==> src/core/rdw_defines.svh <==
`ifndef RDW_DEFINES_SVH
`define RDW_DEFINES_SVH

// ==========================================================================
// Register byte offsets
// ==========================================================================
`define RDW_ADDR_W            16
`define RDW_OFF_FEATURE_LO    16'h0008
`define RDW_OFF_FEATURE_HI    16'h000c
`define RDW_OFF_WAKE          16'h0014
`define RDW_OFF_IRQ_STATUS    16'h0030
`define RDW_OFF_IRQ_MASK      16'h0034
`define RDW_OFF_DIRECT_SET    16'h0040
`define RDW_OFF_DIRECT_SET_H  16'h0044
`define RDW_OFF_DIRECT_CLR    16'h0048
`define RDW_OFF_DIRECT_CLR_H  16'h004c
`define RDW_OFF_DIRECT_INV    16'h00a0
`define RDW_OFF_DIRECT_INV_H  16'h00a4
`define RDW_OFF_DIRECT_INVA   16'h00b0
`define RDW_OFF_DIRECT_INVA_H 16'h00b4
`define RDW_OFF_DIRECT_SYNC   16'h00c0

// ==========================================================================
// Power-management register fields
// ==========================================================================
`define RDW_WK_QUIESCENT      31
`define RDW_WK_IF_ASLEEP      2
`define RDW_WK_CORE_ASLEEP    1
`define RDW_WK_SLEEP          0
`define RDW_LANE_CTRL         0

// ==========================================================================
// Feature register encodings
// ==========================================================================
`define RDW_SHARED_AFF_SINGLE 2'h0
`define RDW_SHARED_AFF_RSVD   2'h3
`define RDW_RSVD_HI_W         6
`define RDW_RSVD_MID_W        2

// ==========================================================================
// Interrupt status layout and bus answers
// ==========================================================================
`define RDW_IRQ_W             3
`define RDW_RESP_OKAY         2'h0
`define RDW_RESP_SLVERR       2'h2

`endif

==> src/core/rdw_pkg.sv <==
`default_nettype none

package rdw_pkg;

  typedef enum logic [1:0] {
    RDW_WR_COLLECT = 2'h0,
    RDW_WR_RESP    = 2'h1
  } rdw_wr_state_t;

  typedef enum logic [1:0] {
    RDW_RD_IDLE = 2'h0,
    RDW_RD_RESP = 2'h1
  } rdw_rd_state_t;

  typedef enum logic [2:0] {
    RDW_SEL_NONE,
    RDW_SEL_FEAT_LO,
    RDW_SEL_FEAT_HI,
    RDW_SEL_WAKE,
    RDW_SEL_STATUS,
    RDW_SEL_MASK,
    RDW_SEL_DIRECT
  } rdw_sel_t;

  typedef struct packed {
    logic idleReached;
    logic ifAsleepRose;
    logic wakeRaised;
  } rdw_irq_bits_t;

  typedef struct packed {
    rdw_wr_state_t wrState;
    logic          awready;
    logic          wready;
    logic          awHeld;
    logic          wHeld;
    logic [15:0]   awAddr;
    logic [31:0]   wData;
    logic [3:0]    wStrb;
    logic          bvalid;
    logic [1:0]    bresp;
    rdw_rd_state_t rdState;
    logic          arready;
    logic          rvalid;
    logic [31:0]   rdata;
    logic [1:0]    rresp;
    logic          coreAsleep;
    logic          sleepReq;
    logic          ifMeta;
    logic          ifAsleep;
    logic          ifAsleepPrev;
    logic          quiescent;
    logic          wakeRequest;
    logic          irqDeliver;
    logic          flushReq;
    rdw_irq_bits_t status;
    rdw_irq_bits_t mask;
    logic          irq;
  } rdw_state_t;

endpackage

`default_nettype wire

==> src/core/rdw_redist_regs.sv <==
`timescale 1ns/1ps
`default_nettype none
`include "rdw_defines.svh"

// Summary of operation
// - Upper feature word holds four affinity bytes.
// - Feature reserved bits always read zero.
// - Shared affinity field encodes chip distinction.
// - Core number field identifies core system-wide.
// - Group-select-disable support bit reads one.
// - Last flag set only in final instance.
// - Direct-injection bit matches direct register presence.
// - Virtual message-interrupt support reads zero.
// - Physical support bit follows configuration.
// - Idle bit set when power-down is safe.
// - Interface-asleep bit reports quiescent core bus.
// - Core awake: no wake request, normal delivery.
// - Core asleep: pending interrupt raises wake request.
// - Sleep bit requests cache flush before power-down.
module rdw_redist_regs #(
  parameter logic [7:0]  AFF_LEVEL_THREE  = 8'h00,
  parameter logic [7:0]  AFF_LEVEL_TWO    = 8'h00,
  parameter logic [7:0]  AFF_LEVEL_ONE    = 8'h00,
  parameter logic [7:0]  AFF_LEVEL_ZERO   = 8'h00,
  parameter logic [1:0]  SHARED_AFFINITY  = 2'h0,
  parameter logic [15:0] CORE_NUMBER      = 16'h0000,
  parameter logic        IS_LAST_INSTANCE = 1'b0,
  parameter logic        DIRECT_SUPPORT   = 1'b0,
  parameter logic        PHYS_SUPPORT     = 1'b1
) (
  input  wire logic        mclk,
  input  wire logic        rst,
  input  wire logic [15:0] s_axi_awaddr,
  input  wire logic        s_axi_awvalid,
  output logic             s_axi_awready,
  input  wire logic [31:0] s_axi_wdata,
  input  wire logic [3:0]  s_axi_wstrb,
  input  wire logic        s_axi_wvalid,
  output logic             s_axi_wready,
  output logic [1:0]       s_axi_bresp,
  output logic             s_axi_bvalid,
  input  wire logic        s_axi_bready,
  input  wire logic [15:0] s_axi_araddr,
  input  wire logic        s_axi_arvalid,
  output logic             s_axi_arready,
  output logic [31:0]      s_axi_rdata,
  output logic [1:0]       s_axi_rresp,
  output logic             s_axi_rvalid,
  input  wire logic        s_axi_rready,
  input  wire logic        irqPending,
  input  wire logic        interfaceAsleepIn,
  input  wire logic        flushDone,
  output logic             wakeRequest,
  output logic             irqDeliver,
  output logic             flushReq,
  output logic             powerDownSafe,
  output logic             irq
);

  // ========================================================================
  // Feature value
  // ========================================================================
  // A reserved shared-affinity encoding is reported as a single-core system.
  localparam logic [1:0] SHARED_AFF_EFF =
    (SHARED_AFFINITY == `RDW_SHARED_AFF_RSVD) ? `RDW_SHARED_AFF_SINGLE : SHARED_AFFINITY;

  localparam logic [63:0] FEATURE_VALUE = {
    AFF_LEVEL_THREE, AFF_LEVEL_TWO, AFF_LEVEL_ONE, AFF_LEVEL_ZERO,
    {`RDW_RSVD_HI_W{1'b0}},
    SHARED_AFF_EFF,
    CORE_NUMBER,
    {`RDW_RSVD_MID_W{1'b0}},
    1'b1,
    IS_LAST_INSTANCE,
    DIRECT_SUPPORT,
    1'b0,
    1'b0,
    PHYS_SUPPORT
  };

  rdw_pkg::rdw_state_t st;
  rdw_pkg::rdw_state_t nx;

  // ========================================================================
  // Address decode
  // ========================================================================
  // The direct-injection words exist only when that support is configured.
  function automatic rdw_pkg::rdw_sel_t decodeAddr(input logic [15:0] addr);
    rdw_pkg::rdw_sel_t sel;
    sel = rdw_pkg::RDW_SEL_NONE;
    case (addr)
      `RDW_OFF_FEATURE_LO: sel = rdw_pkg::RDW_SEL_FEAT_LO;
      `RDW_OFF_FEATURE_HI: sel = rdw_pkg::RDW_SEL_FEAT_HI;
      `RDW_OFF_WAKE:       sel = rdw_pkg::RDW_SEL_WAKE;
      `RDW_OFF_IRQ_STATUS: sel = rdw_pkg::RDW_SEL_STATUS;
      `RDW_OFF_IRQ_MASK:   sel = rdw_pkg::RDW_SEL_MASK;
      `RDW_OFF_DIRECT_SET, `RDW_OFF_DIRECT_SET_H,
      `RDW_OFF_DIRECT_CLR, `RDW_OFF_DIRECT_CLR_H,
      `RDW_OFF_DIRECT_INV, `RDW_OFF_DIRECT_INV_H,
      `RDW_OFF_DIRECT_INVA, `RDW_OFF_DIRECT_INVA_H,
      `RDW_OFF_DIRECT_SYNC: begin
        if (DIRECT_SUPPORT) begin
          sel = rdw_pkg::RDW_SEL_DIRECT;
        end
      end
      default: sel = rdw_pkg::RDW_SEL_NONE;
    endcase
    return sel;
  endfunction

  // ========================================================================
  // Next-state logic
  // ========================================================================
  always_comb begin
    rdw_pkg::rdw_sel_t     wrSel;
    rdw_pkg::rdw_sel_t     rdSel;
    rdw_pkg::rdw_irq_bits_t setBits;
    rdw_pkg::rdw_irq_bits_t clrBits;
    logic [31:0]           rdWord;
    wrSel   = rdw_pkg::RDW_SEL_NONE;
    rdSel   = rdw_pkg::RDW_SEL_NONE;
    setBits = '0;
    clrBits = '0;
    rdWord  = '0;
    nx      = st;

    // The asleep level arrives from the core side and is synchronised first.
    nx.ifMeta   = interfaceAsleepIn;
    nx.ifAsleep = st.ifMeta;
    nx.ifAsleepPrev = st.ifAsleep;

    nx.wakeRequest = st.coreAsleep && irqPending;
    nx.irqDeliver  = !st.coreAsleep && irqPending;
    nx.flushReq    = st.sleepReq;
    nx.quiescent   = st.sleepReq && flushDone && st.ifAsleep;

    setBits.wakeRaised   = nx.wakeRequest && !st.wakeRequest;
    // The edge is found behind the second stage, so the first stage feeds nothing else.
    setBits.ifAsleepRose = st.ifAsleep && !st.ifAsleepPrev;
    setBits.idleReached  = nx.quiescent && !st.quiescent;

    case (st.wrState)
      rdw_pkg::RDW_WR_COLLECT: begin
        if (s_axi_awvalid && st.awready) begin
          nx.awAddr  = s_axi_awaddr;
          nx.awHeld  = 1'b1;
          nx.awready = 1'b0;
        end
        if (s_axi_wvalid && st.wready) begin
          nx.wData  = s_axi_wdata;
          nx.wStrb  = s_axi_wstrb;
          nx.wHeld  = 1'b1;
          nx.wready = 1'b0;
        end
        if (nx.awHeld && nx.wHeld) begin
          wrSel     = decodeAddr(nx.awAddr);
          nx.bresp  = `RDW_RESP_OKAY;
          nx.bvalid = 1'b1;
          nx.awHeld = 1'b0;
          nx.wHeld  = 1'b0;
          nx.wrState = rdw_pkg::RDW_WR_RESP;
          case (wrSel)
            rdw_pkg::RDW_SEL_WAKE: begin
              if (nx.wStrb[`RDW_LANE_CTRL]) begin
                nx.coreAsleep = nx.wData[`RDW_WK_CORE_ASLEEP];
                nx.sleepReq   = nx.wData[`RDW_WK_SLEEP];
              end
            end
            rdw_pkg::RDW_SEL_STATUS: begin
              if (nx.wStrb[`RDW_LANE_CTRL]) begin
                clrBits = nx.wData[`RDW_IRQ_W-1:0];
              end
            end
            rdw_pkg::RDW_SEL_MASK: begin
              if (nx.wStrb[`RDW_LANE_CTRL]) begin
                nx.mask = nx.wData[`RDW_IRQ_W-1:0];
              end
            end
            // Feature and direct-injection words accept writes without effect.
            rdw_pkg::RDW_SEL_FEAT_LO, rdw_pkg::RDW_SEL_FEAT_HI,
            rdw_pkg::RDW_SEL_DIRECT: nx.bresp = `RDW_RESP_OKAY;
            default: nx.bresp = `RDW_RESP_SLVERR;
          endcase
        end
      end
      rdw_pkg::RDW_WR_RESP: begin
        if (s_axi_bready) begin
          nx.bvalid  = 1'b0;
          nx.awready = 1'b1;
          nx.wready  = 1'b1;
          nx.wrState = rdw_pkg::RDW_WR_COLLECT;
        end
      end
      default: nx.wrState = rdw_pkg::RDW_WR_COLLECT;
    endcase

    case (st.rdState)
      rdw_pkg::RDW_RD_IDLE: begin
        if (s_axi_arvalid && st.arready) begin
          rdSel = decodeAddr(s_axi_araddr);
          nx.rresp = `RDW_RESP_OKAY;
          case (rdSel)
            rdw_pkg::RDW_SEL_FEAT_LO: rdWord = FEATURE_VALUE[31:0];
            rdw_pkg::RDW_SEL_FEAT_HI: rdWord = FEATURE_VALUE[63:32];
            rdw_pkg::RDW_SEL_WAKE: begin
              rdWord[`RDW_WK_QUIESCENT]   = st.quiescent;
              rdWord[`RDW_WK_IF_ASLEEP]   = st.ifAsleep;
              rdWord[`RDW_WK_CORE_ASLEEP] = st.coreAsleep;
              rdWord[`RDW_WK_SLEEP]       = st.sleepReq;
            end
            rdw_pkg::RDW_SEL_STATUS: rdWord[`RDW_IRQ_W-1:0] = st.status;
            rdw_pkg::RDW_SEL_MASK:   rdWord[`RDW_IRQ_W-1:0] = st.mask;
            rdw_pkg::RDW_SEL_DIRECT: rdWord = '0;
            default: nx.rresp = `RDW_RESP_SLVERR;
          endcase
          nx.rdata   = rdWord;
          nx.rvalid  = 1'b1;
          nx.arready = 1'b0;
          nx.rdState = rdw_pkg::RDW_RD_RESP;
        end
      end
      rdw_pkg::RDW_RD_RESP: begin
        if (s_axi_rready) begin
          nx.rvalid  = 1'b0;
          nx.arready = 1'b1;
          nx.rdState = rdw_pkg::RDW_RD_IDLE;
        end
      end
      default: nx.rdState = rdw_pkg::RDW_RD_IDLE;
    endcase

    // A new event wins over a clear written in the same cycle.
    nx.status = (st.status & ~clrBits) | setBits;
    nx.irq    = |(nx.status & nx.mask);
  end

  always_ff @(posedge mclk) begin
    if (rst) begin
      st         <= '0;
      st.awready <= 1'b1;
      st.wready  <= 1'b1;
      st.arready <= 1'b1;
    end else begin
      st <= nx;
    end
  end

  assign s_axi_awready = st.awready;
  assign s_axi_wready  = st.wready;
  assign s_axi_bresp   = st.bresp;
  assign s_axi_bvalid  = st.bvalid;
  assign s_axi_arready = st.arready;
  assign s_axi_rdata   = st.rdata;
  assign s_axi_rresp   = st.rresp;
  assign s_axi_rvalid  = st.rvalid;
  assign wakeRequest   = st.wakeRequest;
  assign irqDeliver    = st.irqDeliver;
  assign flushReq      = st.flushReq;
  assign powerDownSafe = st.quiescent;
  assign irq           = st.irq;
endmodule

`default_nettype wire

==> config.mk <==
export PLATFORM = sky130hd
export DESIGN_NAME = rdw_redist_regs
export DESIGN_NICKNAME = d
export VERILOG_FILES = /design/src/core/rdw_pkg.sv /design/src/core/rdw_redist_regs.sv
export VERILOG_INCLUDE_DIRS = /design/src /design/src/core
export SDC_FILE = /design/constraint.sdc
export NUM_CORES = 1
export LEC_CHECK = 0
export ABC_AREA = 1
export BUFFER_PORTS_ARGS = -buffer_cell sky130_fd_sc_hd__buf_2
export CORE_MARGIN = 3
export CORE_UTILIZATION = 30
export DETAILED_ROUTE_END_ITERATION = 10
export GPL_TIMING_DRIVEN = 0
export SYNTH_ARGS = -nofsm -noshare
export SYNTH_HDL_FRONTEND = slang
export SYNTH_SLANG_ARGS = --single-unit
==> constraint.sdc <==
create_clock -name mclk -period 2.4 [get_ports mclk]
set_clock_uncertainty 0.15 [all_clocks]
set_input_delay 0.48 -clock mclk [delete_from_list [all_inputs] [get_ports mclk]]
set_output_delay 0.48 -clock mclk [all_outputs]
set_load 0.02 [all_outputs]
Word level (Yosys, flattened, before mapping)
Index checks and enable logic that the tools add are counted.
- flip-flop bits (word level): 83
- bits of input ports: 78
- output and inout bits: 46
- logic and storage cells: 137
- eq/ne operators: 30
- muxes and demuxes: 41
- bitwise gates (word level): 4
- reductions and logical operators: 31
- operator list (operator ; count):
    equality test 16 x 4 -> 1 bit, second input constant ; 4
    equality test 16 x 6 -> 1 bit, second input constant ; 4
    two-way mux 3 bit ; 14
    two-way mux 38 bit ; 1
    equality test 16 x 5 -> 1 bit, second input constant ; 2
    two-way mux 16 bit ; 2
    case mux 3 bit (5 select lines) ; 2
    equality test 3 bit, second input constant ; 6
    case mux 2 bit (2 select lines) ; 4
    two-way mux 7 bit ; 2
    equality test 3 x 2 -> 1 bit, second input constant ; 4
    != test 2 bit, second input constant ; 6
    case mux 3 bit (4 select lines) ; 1
    AND reduction 3 bit ; 4
    OR reduction 6 bit ; 2
    logical AND 1 bit ; 11
    two-way mux 1 bit ; 8
    two-way mux 2 bit ; 4
    two-way mux 4 bit ; 2
    AND reduction 2 bit ; 4
    bitwise AND 3 bit ; 2
    equality test 3 x 1 -> 1 bit, second input constant ; 2
    equality test 2 x 1 -> 1 bit, second input constant ; 2
    zero test 1 bit ; 4
    other kinds (7) ; 9

Logic depth before layout (Yosys ltp)
- depth in word-level cells: 16
- gate-level depth with buffers: 15
- gate-level depth less buffers: 14

Worst setup path after synthesis
No wires, ideal clock.
- path type: input-to-reg
- start: input s_axi_awvalid
- end: register st (netlist bit irq)
- library setup time: 120 ps
- arrival: 1592 ps
- required time: 2130 ps
- path slack: 538 ps
- cell stages on the path: 14
- path buffers: 2
- path through: buf_6 > nand2_8 > buf_12 > nand2_2 > nand2_2 > nand2_1 > nor2_1 > nand2_1 > nor2_2 > nand4_1 > nand2_1 > nand2_1 > nand3_1 > nand3_1
- word-level cells in the longest chain between the ends: 16
- elaborated cells on any way between the ends: 27
- those cells by class: eq/ne (7); mux (13); bitwise (4); reduce/logical (3)
- ends and longest elaborated chain (item ; RTL line ; RTL):
    from (decl) ; rdw_redist_regs.sv:34 ; input wire logic s_axi_awvalid,
    logical AND 1 bit * ; rdw_redist_regs.sv:144 ; if (s_axi_awvalid && st.awready) begin
    two-way mux 16 bit ; rdw_redist_regs.sv:144 ;
    two-way mux 16 bit ; rdw_redist_regs.sv:142 ; case (st.wrState)
    equality test 16 x 6 -> 1 bit, or another cell as far along ; rdw_redist_regs.sv:91 ; case (addr)
    case mux 3 bit (5 select lines) ; rdw_redist_regs.sv:91 ;
    two-way mux 3 bit ; rdw_redist_regs.sv:155 ; if (nx.awHeld && nx.wHeld) begin
    two-way mux 3 bit ; rdw_redist_regs.sv:142 ;
    equality test 3 bit ; rdw_redist_regs.sv:162 ; case (wrSel)
    two-way mux 3 bit ; rdw_redist_regs.sv:162 ;
    two-way mux 3 bit ; rdw_redist_regs.sv:155 ;
    two-way mux 3 bit ; rdw_redist_regs.sv:142 ;
    NOT 3 bit ; rdw_redist_regs.sv:233 ; nx.status = (st.status & ~clrBits) | setBits;
    bitwise AND 3 bit ; rdw_redist_regs.sv:233 ;
    OR 3 bit ; rdw_redist_regs.sv:233 ;
    bitwise AND 3 bit * ; rdw_redist_regs.sv:234 ; nx.irq = |(nx.status & nx.mask);
    OR reduction 3 bit * ; rdw_redist_regs.sv:234 ;
    to (signal assigned) ; rdw_redist_regs.sv:244 ; st <= nx;
    to (decl) ; rdw_redist_regs.sv:81 ; rdw_pkg::rdw_state_t st;
Every way passes the cells marked *; elsewhere a longest branch is shown, timed or not. The select of a mux whose other input is x is not followed.
A chain may end at the register's enable or synchronous reset.

Worst setup path after layout
- start: register st (netlist bit s_axi_awready)
- end: register st (netlist bit irq)
- word-level cells in the longest chain between the ends: 16
- elaborated cells on any way between the ends: 27
- those cells by class: eq/ne (7); mux (13); bitwise (4); reduce/logical (3)
- ends and longest elaborated chain (item ; RTL line):
    logical AND 1 bit * ; rdw_redist_regs.sv:144
    two-way mux 16 bit ; rdw_redist_regs.sv:144
    two-way mux 16 bit ; rdw_redist_regs.sv:142
    equality test 16 x 6 -> 1 bit, or another cell as far along ; rdw_redist_regs.sv:91
    case mux 3 bit (5 select lines) ; rdw_redist_regs.sv:91
    two-way mux 3 bit ; rdw_redist_regs.sv:155
    two-way mux 3 bit ; rdw_redist_regs.sv:142
    equality test 3 bit ; rdw_redist_regs.sv:162
    two-way mux 3 bit ; rdw_redist_regs.sv:162
    two-way mux 3 bit ; rdw_redist_regs.sv:155
    two-way mux 3 bit ; rdw_redist_regs.sv:142
    NOT 3 bit ; rdw_redist_regs.sv:233
    bitwise AND 3 bit ; rdw_redist_regs.sv:233
    OR 3 bit ; rdw_redist_regs.sv:233
    bitwise AND 3 bit * ; rdw_redist_regs.sv:234
    OR reduction 3 bit * ; rdw_redist_regs.sv:234
Marks and branches as above.

==> metrics.md <==
| Metric | Value |
|---|---|
| Worst hold start | `interfaceAsleepIn` |
| Most numerous cell in the Yosys netlist | `nand2_1` |
| Combined area of the multi-input logic cells | `around 0.0014 mm²` |
| Total power draw | `0.00219 W` |
| Worst Hold Endpoint | `nx[12]` |
| DRC violation total after the first TritonRoute iteration | `147` |
| Endpoint required time on the critical path | `2.44 ns` |
| Synth Instances | `between 400 and 500` |
| Setup Viol. Count Final | `0` |
| Fraction of final layout cells sized beyond drive strength 1 | `a little over a quarter` |
| Reg2Reg Setup Slack | `between 0.4 and 0.5 ns` |
| Run status | `complete, no violations` |
| Cts bufs inserted | `5` |
| Measured slew at the worst slew-check pin | `about 0.61 ns` |
| Final estimated routing congestion in global placement | `0.816` |
| Type of the most critical hold path | `input port to register` |
| Post-CTS repair timing setup buffer count | `0` |
| Count of input and output buffers | `60` |
| Net Switching | `0.000721 W` |
| Proportion of register bits with asynchronous set or reset after synthesis | `0%` |
| Final Cycle Share | `about 80%` |
| Crit path max fanout | `10` |
| Via count | `approximately 2800` |
| GRT Residual Overflow | `0` |
| Count of inserted antenna diode cells | `0` |
| Max-cap violations | `0` |
| Worst supply voltage drop on vdd | `0.000251 V` |
| Most instantiated cells after synthesis | `nand2_1, nor2_1, dfxtp_1` |
| FILL cells | `between 1000 and 1500` |
| GRT Total Usage | `between 10 and 15%` |
| Core Rows | `35` |
| Yosys top cell area share | `between 30% and 40%` |
| Core Footprint | `slightly above 0.009 mm²` |
| Synthesized area per cell | `6.77 µm²` |
| Number of global-route vias before repair | `2580` |
| Root Buffer | `clkbuf_8` |
| DR WL/cell | `about 11 µm` |
| Final Worst Setup Slack | `around 0.43 ns` |
| Final-report hold violation count | `0` |
| Vias per cell | `4.27` |
| Max-slew violations | `0` |
| Post-detail-place hpwl | `around 5600 µm` |
| Cells on worst reg2reg path | `14` |
| Die outline height | `about 100 µm` |
| Instance count along the most critical hold path | `3` |
| Cell type contributing the most total cell area after synthesis | `dfxtp_1` |
| DRT Pass-1 Iters | `4` |
| Sequential fraction of the synthesis area | `35.7%` |
| Total I/O pin count | `about 120` |
| Primary flip-flop cell chosen by synthesis mapping | `dfxtp_1` |
| Headroom to the max-slew limit | `58.7%` |
| Endpoint of the worst-slack reg-to-reg timing path | `irq` |
| Logic pwr share | `a little over a quarter` |
| Reported leakage power | `around 1.8 nW` |
| Initial antenna violation count | `0` |
| Largest net degree at the start of global routing | `18` |
| Syn Std Cell Area | `roughly 0.003 mm²` |
| Clock latency on the worst-skew pair | `roughly 0.31 ns` |
| Seq pwr share | `roughly 45%` |
| Endpoint kind of the worst setup timing path | `register` |
| Clock H-tree levels | `2` |
| Setup crit start kind | `register` |
| Total detailed-routing wirelength | `a little under 7000 µm` |
| Starting Density | `between 30% and 40%` |
| CP Data Arrival Time | `just over 2 ns` |
| CTS clock-pin slew for the worst setup and hold paths | `around 0.1 ns` |
| Worst slack at placement | `roughly 0.23 ns` |
| DIE AREA | `about 0.011 mm²` |
| Clock share of power | `roughly 28%` |
| Number of flip-flops and latches in the synthesized netlist | `52` |
| CP Class | `register to register` |
| Unrepaired setup endpoints after global routing | `false` |
| ANT nets after route | `0` |
| Register Area | `about 0.0010 mm²` |
| Gates resized, CTS repair | `0` |
| Number of sinks driven by the clock tree | `52` |
| Beginning of the critical path | `s_axi_awready` |
| Final total negative setup slack | `0 ns` |
| Reg-to-reg startpoint | `s_axi_awready` |
| Pwr Density | `a little over 600 mW/mm²` |
| Dominant cells by area after synthesis | `dfxtp_1, nand2_1, buf_4, nor2_1, nand3_1` |
| Total of hold buffers inserted after clock tree synthesis | `0` |
| Residual DRC | `0` |
| Global-route wire length before repair | `~11000 µm` |
| Achievable Freq | `approximately 0.51 GHz` |
| Area Growth Syn to Fin | `23.4%` |
| Switching Fraction | `between 30% and 40%` |
| Period minus WS final | `1.97 ns` |
| Total of warnings raised by yosys | `0` |
| Maximum clock path buffer count | `2` |
| Number of flops mapped to enable cells by yosys | `0` |
| Horizontal die dimension | `~100 µm` |
| TritonCTS clock tree | `done` |
| Unique cell type count in the Yosys netlist | `31` |
| NumNets Final | `a little over 600` |
| Internal Power | `between 0.001 and 0.0015 W` |
state kept, by name, summed over array words and instances (netlist names):
name	flops
nx	3
s_axi_bresp	1
powerDownSafe	1
s_axi_rdata	5
s_axi_arready	1
s_axi_awready	1
irq	1
s_axi_wready	1
st	32
s_axi_rresp	1
flushReq	1
s_axi_bvalid	1
s_axi_rvalid	1
wakeRequest	1
irqDeliver	1
critical path: stages, from the launching register on:
cell and delay, ns:
dfxtp_1 0.34, buf_6 0.15, nand2_8 0.08, buf_12 0.14, nand2_2 0.05, nand2_2 0.09, nand2_1 0.06, nor2_1 0.16
nand2_1 0.09, nor2_2 0.14, nand4_1 0.10, nand2_1 0.09, nand2_1 0.05, nand3_1 0.08, nand3_1 0.08
cell usage in the layout, fill, tap and decap left out, drive strengths merged:
cell      synthesis  final
nand4             6      6
nor3              3      3
clkinvlp          0      1
buf              41    101
and2              1      1
bufinv            0      1
nor4b             1      1
nor4              2      2
a211oi            3      3
nand3            37     37
or2               4      4
o21a              2      2
o21ai            27     27
dfxtp            52     52
o221ai            1      1
nor2             66     66
a21oi            29     29
inv              49     50
conb              1     29
nand2            97     97
a221oi            1      1
clkbuf            8     13
through the flow:
stage | hold slack [ns] | utilization, % | cells | cell area, µm²
CTS | 0.219 | 38.6 | 656 | 3600
global route | 0.223 | 38.6 | 656 | 3600
detailed placement | 0.244 | 37.4 | 648 | 3490
finish | 0.220 | 38.6 | 656 | 3600
global placement | 0.240 | 37.4 | 648 | 3490
floorplan | 0.238 | - | 459 | 3020
power groups by stage:
stage | Clock (W) | Combinational (W) | Sequential [W]
detailed placement | 0 | 0.000598 | 0.000997
global route | 0.000669 | 0.000675 | 0.000987
CTS | 0.000635 | 0.000600 | 0.000978
global placement | 0 | 0.000587 | 0.000996
floorplan | 0 | 0.000441 | 0.00100
finish | 0.000617 | 0.000598 | 0.000978
cell families (layout without fill, tap and decap cells):
kind of cell | count (synthesis) | in the layout | share of synthesized area, %
buffers and inverters | 98 | 166 | 18.5
DFF | 52 | 52 | 35.7
and+or+nand+nor | 217 | 217 | 34.1
AOI/OAI and AO/OA | 63 | 63 | 11.6
other | 1 | 29 | 0.128
area by class of cell:
class	instances	area share [%]
buffer	49	9.87
clock buffer	5	1.91
clock inverter	3	1.29
inverter	49	5.11
multi-input combinational	309	40.1
sequential	52	28.9
tap	129	4.48
timing repair buffer	60	8.34
per-layer routing:
metal	share of wire [%]	GRT usage (%)	routed length [µm]	up-vias
met1	44	14.8	3060	1238
li1	-	-	-	1493
met5	0	0	0	-
met3	5.0	1.85	347	9
met4	1.4	4.31	100	0
met2	49	21.8	3400	62
worst max path at each step:
| stage | depth (start not counted) | end |
|---|---|---|
| after floorplan | 14 | irq |
| after global placement | 8 | s_axi_rresp[1] |
| after detailed placement | 8 | s_axi_rresp[1] |
| after CTS | 14 | irq |
| after global routing | 14 | irq |
| final | 14 | irq |
(Power assumes the default switching activity.)
